## config.mk

```make
export PLATFORM = sky130hd
export DESIGN_NAME = tdc_top
export DESIGN_NICKNAME = d
export VERILOG_FILES = /design/src/design/tdc_pkg.sv /design/src/design/tdc_presc_if.sv /design/src/design/tdc_top.sv /design/src/design/tdc_prescaler.sv
export VERILOG_INCLUDE_DIRS = /design/src /design/src/design
export SDC_FILE = /design/constraint.sdc
export NUM_CORES = 1
export LEC_CHECK = 0
export BUFFER_PORTS_ARGS = -buffer_cell sky130_fd_sc_hd__buf_2
export CORE_ASPECT_RATIO = 1.1
export CORE_MARGIN = 2
export CORE_UTILIZATION = 50
export CTS_BUF_LIST = sky130_fd_sc_hd__clkbuf_16
export DETAILED_ROUTE_END_ITERATION = 8
export GPL_TIMING_DRIVEN = 1
export PLACE_DENSITY = 0.77
export RECOVER_POWER = 25
export SYNTH_ARGS = -nofsm -noshare
export SYNTH_HDL_FRONTEND = slang
export SYNTH_SLANG_ARGS = --single-unit
```

## constraint.sdc

```tcl
create_clock -name pclk -period 2.61 [get_ports pclk]
set_clock_uncertainty 0.2 [all_clocks]
set_input_delay 0.783 -clock pclk [delete_from_list [all_inputs] [get_ports pclk]]
set_output_delay 0.783 -clock pclk [all_outputs]
set_load 0.005 [all_outputs]
```

## src/design/tdc_defines.svh

```systemverilog
`ifndef TDC_DEFINES_SVH
`define TDC_DEFINES_SVH

// ----------------------------------------
// register indices, byte address = index * 4
// ----------------------------------------
`define TDC_IDX_COUNT 6'h09
`define TDC_IDX_MODE 6'h0A
`define TDC_IDX_CLOCK 6'h0B
`define TDC_IDX_HIGH 6'h10
`define TDC_IDX_DUTY 6'h11
`define TDC_IDX_CNTHI 6'h12

// ----------------------------------------
// mode control fields
// ----------------------------------------
`define TDC_MODE_PWM_EN 7
`define TDC_MODE_PWM_AL 6
`define TDC_MODE_TOG_OE 5
`define TDC_MODE_HOSC 3
`define TDC_MODE_ONESHOT 2
`define TDC_MODE_RELOAD 1
`define TDC_MODE_EN 0
`define TDC_MODE_WMASK 8'hEF
`define TDC_MODE_RESET 8'h00

// ----------------------------------------
// clock control fields
// ----------------------------------------
`define TDC_CLK_EXT_SEL 5
`define TDC_CLK_EDGE 4
`define TDC_CLK_PS_DIS_N 3
`define TDC_CLK_SEL_HI 2
`define TDC_CLK_SEL_LO 0
`define TDC_CLK_WMASK 8'h3F
`define TDC_CLK_RESET 8'h3F

// ----------------------------------------
// shared high bits, reload at 7:6, duty at 3:2
// ----------------------------------------
`define TDC_HIGH_WMASK 8'hCC
`define TDC_HIGH_RESET 8'h00
`define TDC_DUTY_RESET 8'h00
`define TDC_FULL_SCALE 10'h3FF
`define TDC_COUNT_RESET 10'h3FF

`endif

```

## src/design/tdc_pkg.sv

```systemverilog
`default_nettype none
package tdc_pkg;
   typedef enum logic [0:0] {
      CS_RUN = 1'b0,
      CS_DONE = 1'b1
   } tdc_cnt_state_t;
endpackage : tdc_pkg
`default_nettype wire

```

## src/design/tdc_presc_if.sv

```systemverilog
`timescale 1ns/1ps
`default_nettype none
interface tdc_presc_if;
   logic src_tick;
   logic bypass;
   logic [2:0] sel;
   logic div_tick;
   modport ctl (output src_tick, output bypass, output sel, input div_tick);
   modport psc (input src_tick, input bypass, input sel, output div_tick);
endinterface : tdc_presc_if
`default_nettype wire

```

## src/design/tdc_top.sv

```systemverilog
// Register access over APB was decided locally.
`timescale 1ns/1ps
`default_nettype none
`include "tdc_defines.svh"
module tdc_top
   import tdc_pkg::*;
#(
   parameter int ADDR_W = 8,
   parameter int CNT_W = 10
)
(
   input wire logic pclk,
   input wire logic presetn,
   input wire logic [ADDR_W-1:0] paddr,
   input wire logic psel,
   input wire logic penable,
   input wire logic pwrite,
   input wire logic [31:0] pwdata,
   output logic [31:0] prdata,
   output logic pready,
   output logic pslverr,
   input wire logic instr_tick,
   input wire logic hosc_tick,
   input wire logic ext_clock_pin,
   output logic [2:0] pwm_pin_out,
   output logic [2:0] pwm_pin_sel,
   output logic tog_pin_out,
   output logic tog_pin_sel,
   output logic high_osc_clock_force
);
   tdc_presc_if pif ();

   logic [7:0] mode_reg, mode_next;
   logic [7:0] clk_reg, clk_next;
   logic [7:0] high_reg, high_next;
   logic [7:0] duty_reg, duty_next;
   logic [31:0] rdata_reg, rdata_next;
   logic [CNT_W-1:0] count_reg, count_next;
   logic [CNT_W-1:0] reload_reg, reload_next;
   tdc_cnt_state_t st_reg, st_next;
   logic tog_reg, tog_next;
   logic pwm_lvl_reg, pwm_lvl_next;
   logic ext_s1_reg, ext_s2_reg, ext_s3_reg, ext_stable_reg, ext_stable_next;
   logic ext_rise, ext_fall, ext_event;
   logic setup, access, hit, wr_count, underflow, pwm_active;
   logic [5:0] idx;
   logic [CNT_W-1:0] duty_full;

   // ----------------------------------------
   // apb decode
   // ----------------------------------------
   assign idx = paddr[7:2];
   assign setup = psel && !penable;
   assign access = psel && penable;
   assign hit = (paddr[1:0] == 2'b00) && (idx == `TDC_IDX_COUNT || idx == `TDC_IDX_MODE || idx == `TDC_IDX_CLOCK
      || idx == `TDC_IDX_HIGH || idx == `TDC_IDX_DUTY || idx == `TDC_IDX_CNTHI);
   assign pready = 1'b1;
   assign pslverr = access && !hit;
   assign prdata = rdata_reg;
   assign wr_count = access && pwrite && hit && idx == `TDC_IDX_COUNT;

   // ----------------------------------------
   // registers
   // ----------------------------------------
   always_comb
   begin
      mode_next = mode_reg;
      clk_next = clk_reg;
      high_next = high_reg;
      duty_next = duty_reg;
      rdata_next = rdata_reg;
      if (access && pwrite && hit)
      begin
         case (idx)
            `TDC_IDX_MODE: mode_next = pwdata[7:0] & `TDC_MODE_WMASK;
            `TDC_IDX_CLOCK: clk_next = pwdata[7:0] & `TDC_CLK_WMASK;
            `TDC_IDX_HIGH: high_next = pwdata[7:0] & `TDC_HIGH_WMASK;
            `TDC_IDX_DUTY: duty_next = pwdata[7:0];
            default: mode_next = mode_reg;
         endcase
      end
      if (setup && !pwrite)
      begin
         case (idx)
            `TDC_IDX_COUNT: rdata_next = {24'h000000, count_reg[7:0]};
            `TDC_IDX_MODE: rdata_next = {24'h000000, mode_reg};
            `TDC_IDX_CLOCK: rdata_next = {24'h000000, clk_reg};
            `TDC_IDX_HIGH: rdata_next = {24'h000000, high_reg};
            `TDC_IDX_DUTY: rdata_next = {24'h000000, duty_reg};
            `TDC_IDX_CNTHI: rdata_next = {30'h0, count_reg[9:8]};
            default: rdata_next = 32'h00000000;
         endcase
      end
   end

   always_ff @(posedge pclk or negedge presetn)
   begin
      if (!presetn)
      begin
         mode_reg <= `TDC_MODE_RESET;
         clk_reg <= `TDC_CLK_RESET;
         high_reg <= `TDC_HIGH_RESET;
         duty_reg <= `TDC_DUTY_RESET;
         rdata_reg <= 32'h00000000;
      end
      else
      begin
         mode_reg <= mode_next;
         clk_reg <= clk_next;
         high_reg <= high_next;
         duty_reg <= duty_next;
         rdata_reg <= rdata_next;
      end
   end

   // ----------------------------------------
   // external clock pin sync and edge
   // ----------------------------------------
   always_comb
   begin
      ext_stable_next = ext_stable_reg;
      if (ext_s2_reg == ext_s3_reg)
      begin
         ext_stable_next = ext_s3_reg;
      end
   end

   assign ext_rise = (ext_s2_reg == ext_s3_reg) && ext_s3_reg && !ext_stable_reg;
   assign ext_fall = (ext_s2_reg == ext_s3_reg) && !ext_s3_reg && ext_stable_reg;
   assign ext_event = mode_reg[`TDC_MODE_HOSC] ? 1'b0 : (clk_reg[`TDC_CLK_EDGE] ? ext_fall : ext_rise);

   always_ff @(posedge pclk or negedge presetn)
   begin
      if (!presetn)
      begin
         ext_s1_reg <= 1'b0;
         ext_s2_reg <= 1'b0;
         ext_s3_reg <= 1'b0;
         ext_stable_reg <= 1'b0;
      end
      else
      begin
         ext_s1_reg <= ext_clock_pin;
         ext_s2_reg <= ext_s1_reg;
         ext_s3_reg <= ext_s2_reg;
         ext_stable_reg <= ext_stable_next;
      end
   end

   // ----------------------------------------
   // clock source and prescaler
   // ----------------------------------------
   always_comb
   begin
      if (mode_reg[`TDC_MODE_HOSC])
      begin
         pif.src_tick = hosc_tick;
      end
      else if (clk_reg[`TDC_CLK_EXT_SEL])
      begin
         pif.src_tick = ext_event;
      end
      else
      begin
         pif.src_tick = instr_tick;
      end
   end

   // software changes the ratio only while bypassed, which clears the prescaler; no hardware interlock
   assign pif.bypass = clk_reg[`TDC_CLK_PS_DIS_N];
   assign pif.sel = clk_reg[`TDC_CLK_SEL_HI:`TDC_CLK_SEL_LO];
   assign high_osc_clock_force = mode_reg[`TDC_MODE_HOSC];

   tdc_prescaler #(.CNT_W(8)) u_psc (
      .pclk(pclk),
      .presetn(presetn),
      .pif(pif)
   );

   // ----------------------------------------
   // down counter
   // ----------------------------------------
   always_comb
   begin
      count_next = count_reg;
      reload_next = reload_reg;
      st_next = st_reg;
      tog_next = tog_reg;
      underflow = 1'b0;
      if (wr_count)
      begin
         count_next = {high_reg[7:6], pwdata[7:0]};
         reload_next = {high_reg[7:6], pwdata[7:0]};
         st_next = CS_RUN;
      end
      else if (st_reg == CS_DONE && !mode_reg[`TDC_MODE_ONESHOT])
      begin
         st_next = CS_RUN;
      end
      else if (mode_reg[`TDC_MODE_EN] && pif.div_tick && st_reg == CS_RUN)
      begin
         if (count_reg == '0)
         begin
            if (mode_reg[`TDC_MODE_ONESHOT])
            begin
               st_next = CS_DONE;
            end
            else
            begin
               underflow = 1'b1;
               tog_next = !tog_reg;
               count_next = mode_reg[`TDC_MODE_RELOAD] ? reload_reg : `TDC_FULL_SCALE;
            end
         end
         else
         begin
            count_next = count_reg - CNT_W'(1);
         end
      end
   end

   always_ff @(posedge pclk or negedge presetn)
   begin
      if (!presetn)
      begin
         count_reg <= `TDC_COUNT_RESET;
         reload_reg <= `TDC_COUNT_RESET;
         st_reg <= CS_RUN;
         tog_reg <= 1'b0;
      end
      else
      begin
         count_reg <= count_next;
         reload_reg <= reload_next;
         st_reg <= st_next;
         tog_reg <= tog_next;
      end
   end

   // ----------------------------------------
   // pwm and pins
   // ----------------------------------------
   assign duty_full = {high_reg[3:2], duty_reg};
   assign pwm_active = count_reg < duty_full;
   assign pwm_lvl_next = pwm_active ^ mode_reg[`TDC_MODE_PWM_AL];

   always_ff @(posedge pclk or negedge presetn)
   begin
      if (!presetn)
      begin
         pwm_lvl_reg <= 1'b0;
      end
      else
      begin
         pwm_lvl_reg <= pwm_lvl_next;
      end
   end

   assign pwm_pin_out = {3{pwm_lvl_reg}};
   assign pwm_pin_sel = {3{mode_reg[`TDC_MODE_PWM_EN]}};
   assign tog_pin_out = tog_reg;
   assign tog_pin_sel = mode_reg[`TDC_MODE_TOG_OE];

   // ----------------------------------------
   // checks
   // ----------------------------------------
   a_read_count: assert property (@(posedge pclk) disable iff (!presetn)
      (setup && !pwrite && idx == `TDC_IDX_COUNT) |=> (prdata[7:0] == $past(count_reg[7:0])))
      else $error("count read does not return live count");
   a_write_loads: assert property (@(posedge pclk) disable iff (!presetn)
      wr_count |=> (count_reg == {$past(high_reg[7:6]), $past(pwdata[7:0])} && reload_reg == count_reg))
      else $error("count write did not load both");
   a_hold_disabled: assert property (@(posedge pclk) disable iff (!presetn)
      (!mode_reg[`TDC_MODE_EN] && !wr_count) |=> $stable(count_reg))
      else $error("counter moved while disabled");
   a_reload_used: assert property (@(posedge pclk) disable iff (!presetn)
      (underflow && mode_reg[`TDC_MODE_RELOAD]) |=> (count_reg == $past(reload_reg)))
      else $error("reload value not taken on underflow");
   a_full_scale: assert property (@(posedge pclk) disable iff (!presetn)
      (underflow && !mode_reg[`TDC_MODE_RELOAD]) |=> (count_reg == 10'h3FF))
      else $error("full scale not loaded on underflow");
   a_oneshot_stop: assert property (@(posedge pclk) disable iff (!presetn)
      (st_reg == CS_DONE && mode_reg[`TDC_MODE_ONESHOT] && !wr_count) |=> (count_reg == '0 && st_reg == CS_DONE))
      else $error("one-shot did not stop at zero");
   a_freerun_wrap: assert property (@(posedge pclk) disable iff (!presetn)
      (mode_reg[`TDC_MODE_EN] && pif.div_tick && count_reg == '0 && !mode_reg[`TDC_MODE_ONESHOT]
      && st_reg == CS_RUN && !wr_count) |-> underflow)
      else $error("free-run did not wrap");
   a_pwm_polarity: assert property (@(posedge pclk) disable iff (!presetn)
      1'b1 |=> (pwm_pin_out[0] == ($past(count_reg < duty_full) ^ $past(mode_reg[`TDC_MODE_PWM_AL]))))
      else $error("pwm polarity wrong");
   a_toggle_flip: assert property (@(posedge pclk) disable iff (!presetn)
      underflow |=> (tog_pin_out != $past(tog_pin_out)))
      else $error("toggle did not flip on underflow");
   a_hosc_force: assert property (@(posedge pclk) disable iff (!presetn)
      mode_reg[`TDC_MODE_HOSC] |-> (pif.src_tick == hosc_tick))
      else $error("high oscillator not forced");
   a_ext_edge: assert property (@(posedge pclk) disable iff (!presetn)
      (!mode_reg[`TDC_MODE_HOSC] && clk_reg[`TDC_CLK_EXT_SEL] && !clk_reg[`TDC_CLK_EDGE] && ext_rise)
      |-> pif.src_tick)
      else $error("rising external edge not counted");
endmodule : tdc_top
`default_nettype wire

```

## src/design/tdc_prescaler.sv

```systemverilog
`timescale 1ns/1ps
`default_nettype none
module tdc_prescaler
   import tdc_pkg::*;
#(
   parameter int CNT_W = 8
)
(
   input wire logic pclk,
   input wire logic presetn,
   tdc_presc_if.psc pif
);
   logic [CNT_W-1:0] psc_reg;
   logic [CNT_W-1:0] psc_next;
   logic [CNT_W-1:0] psc_mask;

   // ----------------------------------------
   // divider
   // ----------------------------------------
   always_comb
   begin
      psc_mask = CNT_W'((9'h002 << pif.sel) - 9'h001);
      psc_next = psc_reg;
      if (pif.bypass)
      begin
         psc_next = '0;
      end
      else if (pif.src_tick)
      begin
         psc_next = psc_reg + CNT_W'(1);
      end
   end

   always_ff @(posedge pclk or negedge presetn)
   begin
      if (!presetn)
      begin
         psc_reg <= '0;
      end
      else
      begin
         psc_reg <= psc_next;
      end
   end

   assign pif.div_tick = pif.bypass ? pif.src_tick : (pif.src_tick && ((psc_reg & psc_mask) == psc_mask));

   // ----------------------------------------
   // checks
   // ----------------------------------------
   a_bypass_passes: assert property (@(posedge pclk) disable iff (!presetn) pif.bypass |-> (pif.div_tick == pif.src_tick)) else $error("bypass does not pass source tick");
   a_full_fires: assert property (@(posedge pclk) disable iff (!presetn) (!pif.bypass && pif.src_tick && psc_reg == {CNT_W{1'b1}}) |-> pif.div_tick) else $error("prescaler missed terminal count");
   a_even_quiet: assert property (@(posedge pclk) disable iff (!presetn) (!pif.bypass && !psc_reg[0]) |-> !pif.div_tick) else $error("prescaler fired on even count");
endmodule : tdc_prescaler
`default_nettype wire

```

Word level (Yosys, flattened, before mapping)
Index checks and enable logic that the tools add are counted.

storage, ports and cells
  logic and storage cells = 96
  input bits = 48
  output and inout port bits = 43
  register bits = 92

cells by class
  equal/unequal tests = 10
  magnitude comparators = 1
  reduce and logical (&&, ||, !) cells = 42
  bitwise logic cells = 6
  multiplexer cells = 18
  shifts and indexed selects = 1
  $add $sub $neg = 3

operators with widths
  kind                                                                   number
  10-bit 2-to-1 mux                                                      6
  8-bit one-hot mux with 6 select lines                                  1
  6-bit by 4-bit equality test with 1-bit output, second input constant  3
  6-bit by 5-bit equality test with 1-bit output, second input constant  3
  1-bit logical AND                                                      16
  8-bit 2-to-1 mux                                                       2
  10-bit logical NOT                                                     1
  10-bit < comparator                                                    1
  10-bit by 1-bit subtractor with 10-bit output, second input constant   1
  1-bit 2-to-1 mux                                                       9
  3-bit nonzero test                                                     3
  8-bit by 1-bit adder with 8-bit output, second input constant          1
  8-bit bitwise AND                                                      1
  8-bit equality test                                                    1
  2-bit AND reduction                                                    4
  2-bit by 3-bit left shift with 8-bit output, first input constant      1
  8-bit by 1-bit subtractor with 8-bit output, second input constant     1
  1-bit logical NOT                                                      7
  3-bit AND reduction                                                    2
  1-bit logical OR                                                       5
  5-bit AND reduction                                                    1
  1-bit NOT                                                              4
  2-bit nonzero test                                                     2
  3-bit inequality test, second input constant                           1
  4 further kinds                                                        4

Longest topological paths before layout
Gate-level depths: netlist (run 1).

  word-level depth = 13
  depth in mapped cells = 11
  mapped depth without buffers = 8

Hierarchy
Synthesis (run 1) repeated with hierarchy kept, for this count alone.

second synthesis, totals
  cell total of the unflattened synthesis = 421
  area total of the unflattened synthesis = 4045.1 um2

by module, submodules not included
  module         area an instance (um2)  seq. area each (um2)  times used  cells an instance
  tdc_top        3492.1                  1534.0                1           362
  tdc_prescaler  553.0                   200.2                 1           59

Least setup slack after synthesis (run 1)
OpenSTA, ideal clock, no wires.

  path kind = register to register
  start = reg clk_reg[1]
  end = reg count_reg[6]
  stages on the path, launching flop included = 10
  required time = 2333 ps
  arrival = 2423 ps
  setup time = 77 ps
  clock period less this slack = 2700 ps
  path slack = -90 ps
  buffers on the path = 2
  path through = dfstp_2 buf_4 or3_1 ha_1 o21ai_0 a311oi_1 a41oi_2 buf_6 or4_1 a31oi_1

on the way
  word-level cells in the longest chain between the ends = 10

ends and longest elaborated chain
  element                                          RTL line             RTL
  start, declared                                  tdc_top.sv:34        logic [7:0] clk_reg, clk_next;
  start signal, assigned                           tdc_top.sv:101       clk_reg <= `TDC_CLK_RESET;
  start signal, assigned                           tdc_top.sv:109       clk_reg <= clk_next;
  2-bit by 3-bit left shift with 8-bit output (*)  tdc_prescaler.sv:22  psc_mask = CNT_W'((9'h002 << pif.sel) - 9'h001);
  8-bit by 1-bit subtractor with 8-bit output (*)  tdc_prescaler.sv:22
  8-bit bitwise AND                                tdc_prescaler.sv:46  assign pif.div_tick = pif.bypass ? pif.src_tick : (pif.src_tick && ((psc_reg & psc_mask) == psc_mask));
  8-bit equality test (*)                          tdc_prescaler.sv:46
  1-bit logical AND (*)                            tdc_prescaler.sv:46
  1-bit 2-to-1 mux (*)                             tdc_prescaler.sv:46
  1-bit logical AND (*) (2 in a row)               tdc_top.sv:200       else if (mode_reg[`TDC_MODE_EN] && pif.div_tick && st_reg == CS_RUN)
  2-bit nonzero test (no line) (*)                 -
  3-bit AND reduction (no line) (*)                -
  end signal, assigned                             tdc_top.sv:226       count_reg <= `TDC_COUNT_RESET;
  end signal, assigned                             tdc_top.sv:233       count_reg <= count_next;
  end, declared                                    tdc_top.sv:38        logic [CNT_W-1:0] count_reg, count_next;

Every way passes the cells marked *; elsewhere a longest branch is shown, timed or not.
A chain may end at the register's enable or synchronous reset.

Worst setup path after layout (run 1)
  start = reg clk_reg[0]
  end = reg count_reg[6]

The elaborated chain is that of the path after synthesis.

==> impl_summary.txt, run 1 <==
----------------------------------------------------
[Synth]
  Seq cells post-synth ... a little under 70
  Top-count cell post-synth ... sky130_fd_sc_hd__nand2_1
  Number of distinct library cells after synthesis ... 60
  Fraction of the yosys area taken by sequential cells ... ~42%
  Top-area cell type share of the netlist area ... roughly a quarter
  Post-synth top cells ... sky130_fd_sc_hd__nand2_1 (47), sky130_fd_sc_hd__dfrtp_1 (42), sky130_fd_sc_hd__nor2_1 (41)
  Cells taking the most area after synthesis ... sky130_fd_sc_hd__dfrtp_1 (26%), sky130_fd_sc_hd__dfstp_2 (17%), sky130_fd_sc_hd__mux2_2 (6.6%)
  Syn Inst Count ... about 440
  Cell type with the highest aggregate area in the netlist ... sky130_fd_sc_hd__dfrtp_1
  Synthesized area divided by synthesized cell count ... roughly 9.4 sq um
  Share of synthesized flip-flops with an asynchronous set or reset ... 100%
  Dominant synthesized flop cell ... sky130_fd_sc_hd__dfrtp_1
  Post-Syn Area ... ~0.0041 sq mm
  Post-synth EDFFs ... 0
  Number of warnings issued by yosys ... 0

[Global route]
  Global-route wire length before repair ... between 15 and 20 mm
  Largest net degree at the start of global routing ... 48
  Total GRT Usage ... between 20% and 30%
  Total gr overflow ... 0
  Via count of the first global-routing pass ... 3517
  Number of antenna violations at the first check in global routing ... 0

[Power and ir drop]
  Static Leakage ... 0.00229 uW
  Cell Pwr Density ... between 500 and 600 mW/mm^2
  Sequential fraction of design power ... 41.8%
  Clock network fraction of design power ... around 44%
  Switching component of the power ... ~800 uW
  Internal power summed over all cells ... around 2200 uW
  Combinational share of power ... between 10 and 15%
  Proportion of total power due to net switching ... 26.9%
  Peak supply drop ... around 0.33 mV
  Total power ... approximately 3000 uW

[Critical path]
  Cell depth of the worst flop-to-flop path ... 10
  Slack of the worst reg-to-reg path ... -0.05 ns
  Worst path arrival time ... 2.71 ns
  Start of the worst register-to-register path ... clk_reg[0]$_DFFE_PN1P_
  Startpoint type of the worst setup path ... register
  Endpoint class of the critical path ... register
  Path type of the worst setup path ... reg -> reg
  Required time of the critical path ... 2.66 ns
  Worst r2r dst ... count_reg[6]$_DFFE_PN1P_
  Critical Path Fanout Max ... 6

[Clock tree]
  TritonCTS clock tree ... yes
  Num Clock Sinks ... ~70
  Register clock-pin slew on the reported worst setup and hold paths ... 0.06 ns
  Number of H-tree branching levels ... 3
  CTS Root Buffer Type ... sky130_fd_sc_hd__clkbuf_16
  Deepest clock path buffer count ... 2
  Number of buffers created by CTS ... 9
  Clock latency at the later pin of the worst-skew pair ... between 0.3 and 0.4 ns
  Cts-stage hold buffer count ... 0

[Drt]
  Number of nets still failing antenna checks after routing ... 0
  Post-Route M1 WL ... 4.28 mm
  DRT Pass-1 Iters ... 4
  DR DRC count ... 0
  Uppermost metal layer occupied by signal nets ... met4
  Total wire length ... 10.4 mm
  Starting DRT DRC Count ... about 270
  Met2 routed wirelength ... about 5 mm
  Vias post-DR ... around 3.6k
  Vias per cell ... 5.79
  Routed wl met3 ... roughly 720 um
  Post-detailed-route wirelength per cell ... about 17 um

[Floorplan]
  I/O pin count ... 91
  Site Rows ... 34
  Chip width ... around 90 um
  Effective utilization at floorplan ... between 50% and 60%
  Core outline area ... 0.00796 sq mm
  Area of the die ... roughly 0.009 sq mm
  Die H ... 99.1 um

[Placed design]
  Number of buffer cells added on primary ports ... 41
  Pre-CTS setup slack ... -0.166 ns
  HPWL Detailed ... 7.07 mm
  RePlAce Congestion ... 0.861

[Min path]
  Path class of the lowest-slack min-delay path ... reg -> reg
  Endpoint of the worst hold-timing path ... ext_s2_reg$_DFF_PN0_
  Startpoint of the most critical hold path ... ext_s1_reg$_DFF_PN0_
  Min-Delay Path Depth ... 0

[Timing]
  Final setup violation count ... 5
  Slew Limit Headroom ... 20.0%
  Worst-margin pin slew ... around 1.2 ns
  Period Utilization, post-route ... 102%
  Final Hold Fails ... 0
  Unrepaired setup endpoints after global routing ... yes
  Max Freq ... roughly 0.38 GHz
  Final Max Tran Viols ... 0
  Fin worst setup slack ... -0.0490 ns
  Final min period ... 2.66 ns

[Finish]
  Antenna diode count ... 0
  Final Util ... 63.1%
  Area grow syn2layout ... 22.2%
  Fraction of final layout cells with drive strength greater than 1 ... between 30% and 40%
  Post-layout nets ... roughly 570

[Flow run]
  Number of max-cap violations ... 0

[Status]
  Result of the run ... complete, but fails checks
  Violations in the final reports ... negative setup slack

----------------------------------------------------
## cells in the final DEF (no fill, tap or decap), types with 4 or more instances in the layout
master / Yosys / layout
sky130_fd_sc_hd__a221oi_1: 4 / 4
sky130_fd_sc_hd__nor3_1: 4 / 4
sky130_fd_sc_hd__ha_1: 14 / 13
sky130_fd_sc_hd__nor2_1: 41 / 41
sky130_fd_sc_hd__a21oi_1: 15 / 13
sky130_fd_sc_hd__nand3_1: 5 / 5
sky130_fd_sc_hd__inv_1: 24 / 24
sky130_fd_sc_hd__o211ai_1: 7 / 7
sky130_fd_sc_hd__dfrtp_1: 42 / 42
sky130_fd_sc_hd__mux2_2: 24 / 24
sky130_fd_sc_hd__a31oi_1: 13 / 13
sky130_fd_sc_hd__nand2_1: 47 / 47
sky130_fd_sc_hd__o21ai_0: 18 / 16
sky130_fd_sc_hd__buf_4: 32 / 34
sky130_fd_sc_hd__xor2_1: 7 / 7
sky130_fd_sc_hd__mux2i_1: 7 / 6
sky130_fd_sc_hd__dfstp_2: 26 / 26
sky130_fd_sc_hd__nand2b_1: 9 / 9
sky130_fd_sc_hd__conb_1: 2 / 25
sky130_fd_sc_hd__clkbuf_16: 0 / 9
sky130_fd_sc_hd__nor2b_1: 5 / 5
sky130_fd_sc_hd__buf_2: 3 / 40
## worst max-delay path by stage
stage | start | endpoint | slack, ns
global placement | paddr[4] | count_reg[7]$_DFFE_PN1P_ | -0.06
finish | clk_reg[0]$_DFFE_PN1P_ | count_reg[6]$_DFFE_PN1P_ | -0.05
detailed placement | clk_reg[2]$_DFFE_PN1P_ | count_reg[6]$_DFFE_PN1P_ | -0.17
floorplan | clk_reg[1]$_DFFE_PN1P_ | count_reg[6]$_DFFE_PN1P_ | -0.02
CTS | clk_reg[0]$_DFFE_PN1P_ | count_reg[0]$_DFFE_PN1P_ | -0.03
global route | clk_reg[0]$_DFFE_PN1P_ | count_reg[7]$_DFFE_PN1P_ | -0.09
## what timing repair did
action | CTS | global route
setup buffers | 7 | 0
pin swaps | 23 | 4
gates cloned | 0 | 0
gates resized for setup | 22 | 8
endpoints found under the setup margin | 11 | 12
## cell type report
class	count	area, sq um
Fill cell	631	2930
Multi-Input combinational cell	318	2180
Sequential cell	68	1730
Timing Repair Buffer	82	556
Clock buffer	9	225
Tap cell	108	135
Clock inverter	7	100
Inverter	25	93.8
## metrics by stage
stage               hold slack (ns)  instances  setup TNS (ns)  instance area, sq um
floorplan                     0.131        460         -0.0431                  4200
global placement              0.136        594          -0.918                  4510
detailed placement            0.136        594           -2.25                  4510
CTS                           0.148        617         -0.0972                  4990
global route                  0.157        617          -0.469                  5020
finish                        0.147        617          -0.155                  5020
## power groups by stage
stage	sequential [uW]	combinational, uW	clock, uW
final	1250	419	1320
after floorplan	1230	259	0
after CTS	1240	415	1330
after detailed placement	1260	373	0
after global routing	1260	466	1380
after global placement	1250	354	0
## cells by family after synthesis
kind of cell             count (synthesis)  synth area share [%]
AO/OA/AOI/OAI                           94                  16.0
XOR/XNOR                                10                  2.13
buffers and inverters                   74                  9.96
flip-flops                              68                  42.2
adder cells (fa/ha/maj)                 15                  4.54
other                                    2                 0.183
AND/OR/NAND/NOR                        143                  16.7
multiplexers                            31                  8.29
## worst max-delay path, stage by stage, from the launching register on
cell and delay, ns:
sky130_fd_sc_hd__dfstp_2 0.37, sky130_fd_sc_hd__or3_4 0.40, sky130_fd_sc_hd__ha_4 0.18, sky130_fd_sc_hd__or4_4 0.47, sky130_fd_sc_hd__a41oi_2 0.24, sky130_fd_sc_hd__buf_12 0.16
sky130_fd_sc_hd__buf_8 0.13, sky130_fd_sc_hd__buf_6 0.11, sky130_fd_sc_hd__buf_6 0.11, sky130_fd_sc_hd__o31ai_4 0.05, sky130_fd_sc_hd__a31oi_1 0.17
## metal layers
| metal | track usage [%] | up-vias |
|---|---|---|
| met5 | 0 | - |
| li1 | - | 1631 |
| met1 | 29.7 | 1743 |
| met3 | 6.04 | 34 |
| met2 | 39.4 | 162 |
| met4 | 11.8 | 0 |
Note: power is estimated with default switching activity, not from simulation.
==> inputs of run 2 (changes only) <==
--- a/config.mk
+++ b/config.mk
@@ -13,6 +13,7 @@
 export CTS_BUF_LIST = sky130_fd_sc_hd__clkbuf_16
 export DETAILED_ROUTE_END_ITERATION = 8
 export GPL_TIMING_DRIVEN = 1
+export MAX_ROUTING_LAYER = met4
 export PLACE_DENSITY = 0.77
 export RECOVER_POWER = 25
 export SYNTH_ARGS = -nofsm -noshare
==> run 2 against run 1 <==
The run still ends with negative setup slack left. Clock-buffer cell count did not move. Critical path depth did not move. Die area did not move.
==> impl_summary.txt, run 2 (synthesis gave the netlist of run 1 again) <==
----------------------------------------------------
[Status]
  Result of the run ... complete, but fails checks (unchanged)
  Violations in the final reports ... negative setup slack (unchanged)

[Floorplan]
  Core outline area ... 0.00796 sq mm (unchanged)
  Site Rows ... 34 (unchanged)
  Die H ... 99.1 um (unchanged)
  Effective utilization at floorplan ... 51.6% (unchanged)
  Area of the die ... 0.00896 sq mm (unchanged)
  I/O pin count ... 91 (unchanged)
  Chip width ... 90.4 um (unchanged)

[Timing]
  Unrepaired setup endpoints after global routing ... yes (unchanged)
  Slew Limit Headroom ... 19.9% (was 20.0%)
  Final setup violation count ... 4 (was 5)
  Fin worst setup slack ... -0.0503 ns (was -0.0490 ns)
  Period Utilization, post-route ... 102% (about the same)
  Total negative setup slack ... -0.133 ns (was -0.155 ns)
  Max Freq ... 0.376 GHz (about the same)
  Final min period ... 2.66 ns (about the same)
  Final Hold Fails ... 0 (unchanged)
  Final Max Tran Viols ... 0 (unchanged)
  Worst-margin pin slew ... 1.20 ns (about the same)

[Flow run]
  Number of max-cap violations ... 0 (unchanged)

[Global route]
  Total GRT Usage ... 24.8% (was 24.0%)
  Number of antenna violations at the first check in global routing ... 0 (unchanged)
  Global-route wire length before repair ... 17.0 mm (about the same)
  Via count of the first global-routing pass ... 3520 (was 3517)
  Largest net degree at the start of global routing ... 48 (unchanged)
  Total gr overflow ... 0 (unchanged)

[Critical path]
  Cell with the largest stage delay on the worst path ... sky130_fd_sc_hd__or4_4 (unchanged)
  Path type of the worst setup path ... reg -> reg (unchanged)
  Cell seen most often among critical-path stages ... sky130_fd_sc_hd__buf_6 (unchanged)
  Required time of the critical path ... 2.66 ns (about the same)
  Critical Path Fanout Max ... 6 (unchanged)
  Worst path arrival time ... 2.71 ns (about the same)
  Cell Chain, Critical Path ... or3_4 -> ha_4 -> or4_4 -> a41oi_2 -> buf_12 -> buf_8 -> buf_6 -> buf_6 -> o31ai_4 -> a31oi_1 (unchanged)
  Crit path largest cell delay ... 0.47 ns (about the same)
  Endpoint class of the critical path ... register (unchanged)
  Startpoint type of the worst setup path ... register (unchanged)
  Slack of the worst reg-to-reg path ... -0.05 ns (about the same)

[Drt]
  DR DRC count ... 0 (unchanged)
  Starting DRT DRC Count ... 270 (was 273)
  Vias post-DR ... 3566 (was 3570)
  Number of nets still failing antenna checks after routing ... 0 (unchanged)
  Post-detailed-route wirelength per cell ... 16.8 um (about the same)
  DRT Pass-1 Iters ... 5 (was 4)
  Vias per cell ... 5.78 (was 5.79)
  Total wire length ... 10.4 mm (about the same)

[Finish]
  Most common cell after layout, fill and taps aside ... sky130_fd_sc_hd__nand2_1 (unchanged)
  Antenna diode count ... 0 (unchanged)
  Final Util ... 63.1% (unchanged)
  Fraction of final layout cells with drive strength greater than 1 ... 33.6% (unchanged)
  Area grow syn2layout ... 22.2% (unchanged)
  Layout Cells excl Fill ... 617 (unchanged)
  Post-layout nets ... 566 (unchanged)
  Top library cells by usage in the layout, fill and taps aside ... sky130_fd_sc_hd__nand2_1 (47), sky130_fd_sc_hd__dfrtp_1 (42), sky130_fd_sc_hd__nor2_1 (41) (unchanged)

[Clock tree]
  TritonCTS clock tree ... yes (unchanged)
  Deepest clock path buffer count ... 2 (unchanged)
  Number of buffers created by CTS ... 9 (unchanged)
  Clock latency at the later pin of the worst-skew pair ... 0.33 ns (about the same)
  Num Clock Sinks ... 68 (unchanged)
  Register clock-pin slew on the reported worst setup and hold paths ... 0.06 ns (about the same)
  Cts-stage hold buffer count ... 0 (unchanged)
  CTS Root Buffer Type ... sky130_fd_sc_hd__clkbuf_16 (unchanged)
  Number of H-tree branching levels ... 3 (unchanged)

[Power and ir drop]
  Cell Pwr Density ... 594 mW/mm^2 (about the same)
  Peak supply drop ... 0.328 mV (was 0.327 mV)
  Static Leakage ... 0.00229 uW (unchanged)

[Min path]
  Path class of the lowest-slack min-delay path ... reg -> reg (unchanged)

[Placed design]
  RePlAce Congestion ... 0.875 (was 0.861)
  Number of buffer cells added on primary ports ... 41 (unchanged)
  Post-placement cell count ... 594 (unchanged)
  HPWL Detailed ... 7.07 mm (unchanged)

----------------------------------------------------
[run 2: cell counts in the layout (fill, tap and decap cells not counted)]
Identical to the previous run, type by type.
[run 2: layout make-up]
cell class | instances | area [sq um]
inverters | 25 | 93.8
multi-input cells | 318 | 2180
fillers | 631 | 2930
well taps | 108 | 135
repair buffers | 82 | 556
clock inverters | 7 | 100
clock buffers | 9 | 225
flip-flops and latches | 68 | 1730
[run 2: metal layers]
layer / global-route usage, % / share of wire, % / up-vias
met5: - / 0 / -
met3: 5.89 / 7.2 / 37
met2: 39.4 / 49 / 173
li1: - / - / 1633
met1: 29.8 / 41 / 1723
met4: 11.8 / 3.4 / 0
[run 2: worst paths after layout]
kind	endpoint	cells past startpoint	start
max	count_reg[6]$_DFFE_PN1P_	10	clk_reg[0]$_DFFE_PN1P_
min	ext_s2_reg$_DFF_PN0_	0	ext_s1_reg$_DFF_PN0_
max reg2reg	count_reg[6]$_DFFE_PN1P_	10	clk_reg[0]$_DFFE_PN1P_
min reg2reg	ext_s2_reg$_DFF_PN0_	0	ext_s1_reg$_DFF_PN0_
max in group asynchronous	duty_reg[5]$_DFFE_PN0P_	2	presetn
min in group asynchronous	high_reg[3]$_DFFE_PN0P_	1	presetn
[run 2: where the power goes]
part	leakage, uW	internal (uW)	switching (uW)
sequential	0.000812	1150	100
combinational	0.00132	190	230
clock	0.000160	842	471
total	0.00229	2180	801
[run 2: through the flow]
stage          hold slack, ns  total power (uW)  cell area [sq um]  setup WS, ns
6_report                0.146              2980               5020       -0.0503
5_1_grt                 0.157              3110               5020       -0.0847
4_1_cts                 0.148              2990               4990       -0.0326
3_5_place_dp            0.136              1630               4510        -0.166
3_3_place_gp            0.136              1600               4510       -0.0643
2_1_floorplan           0.131              1490               4200       -0.0216
[run 2: critical path, delay by kind of cell (launching register included)]
family,cells,cell delay [ns]
AO/OA/AOI/OAI,3,0.46
buffers and inverters,4,0.51
flip-flops,1,0.37
adder cells (fa/ha/maj),1,0.18
AND/OR/NAND/NOR,2,0.87
[run 2: what timing repair did]
item / in CTS / in global routing
resized for setup: 22 / 8
pin swaps: 23 / 4
setup buffers: 7 / 0
hold endpoints to repair: 0 / 0
endpoints found under the setup margin: 11 / 12
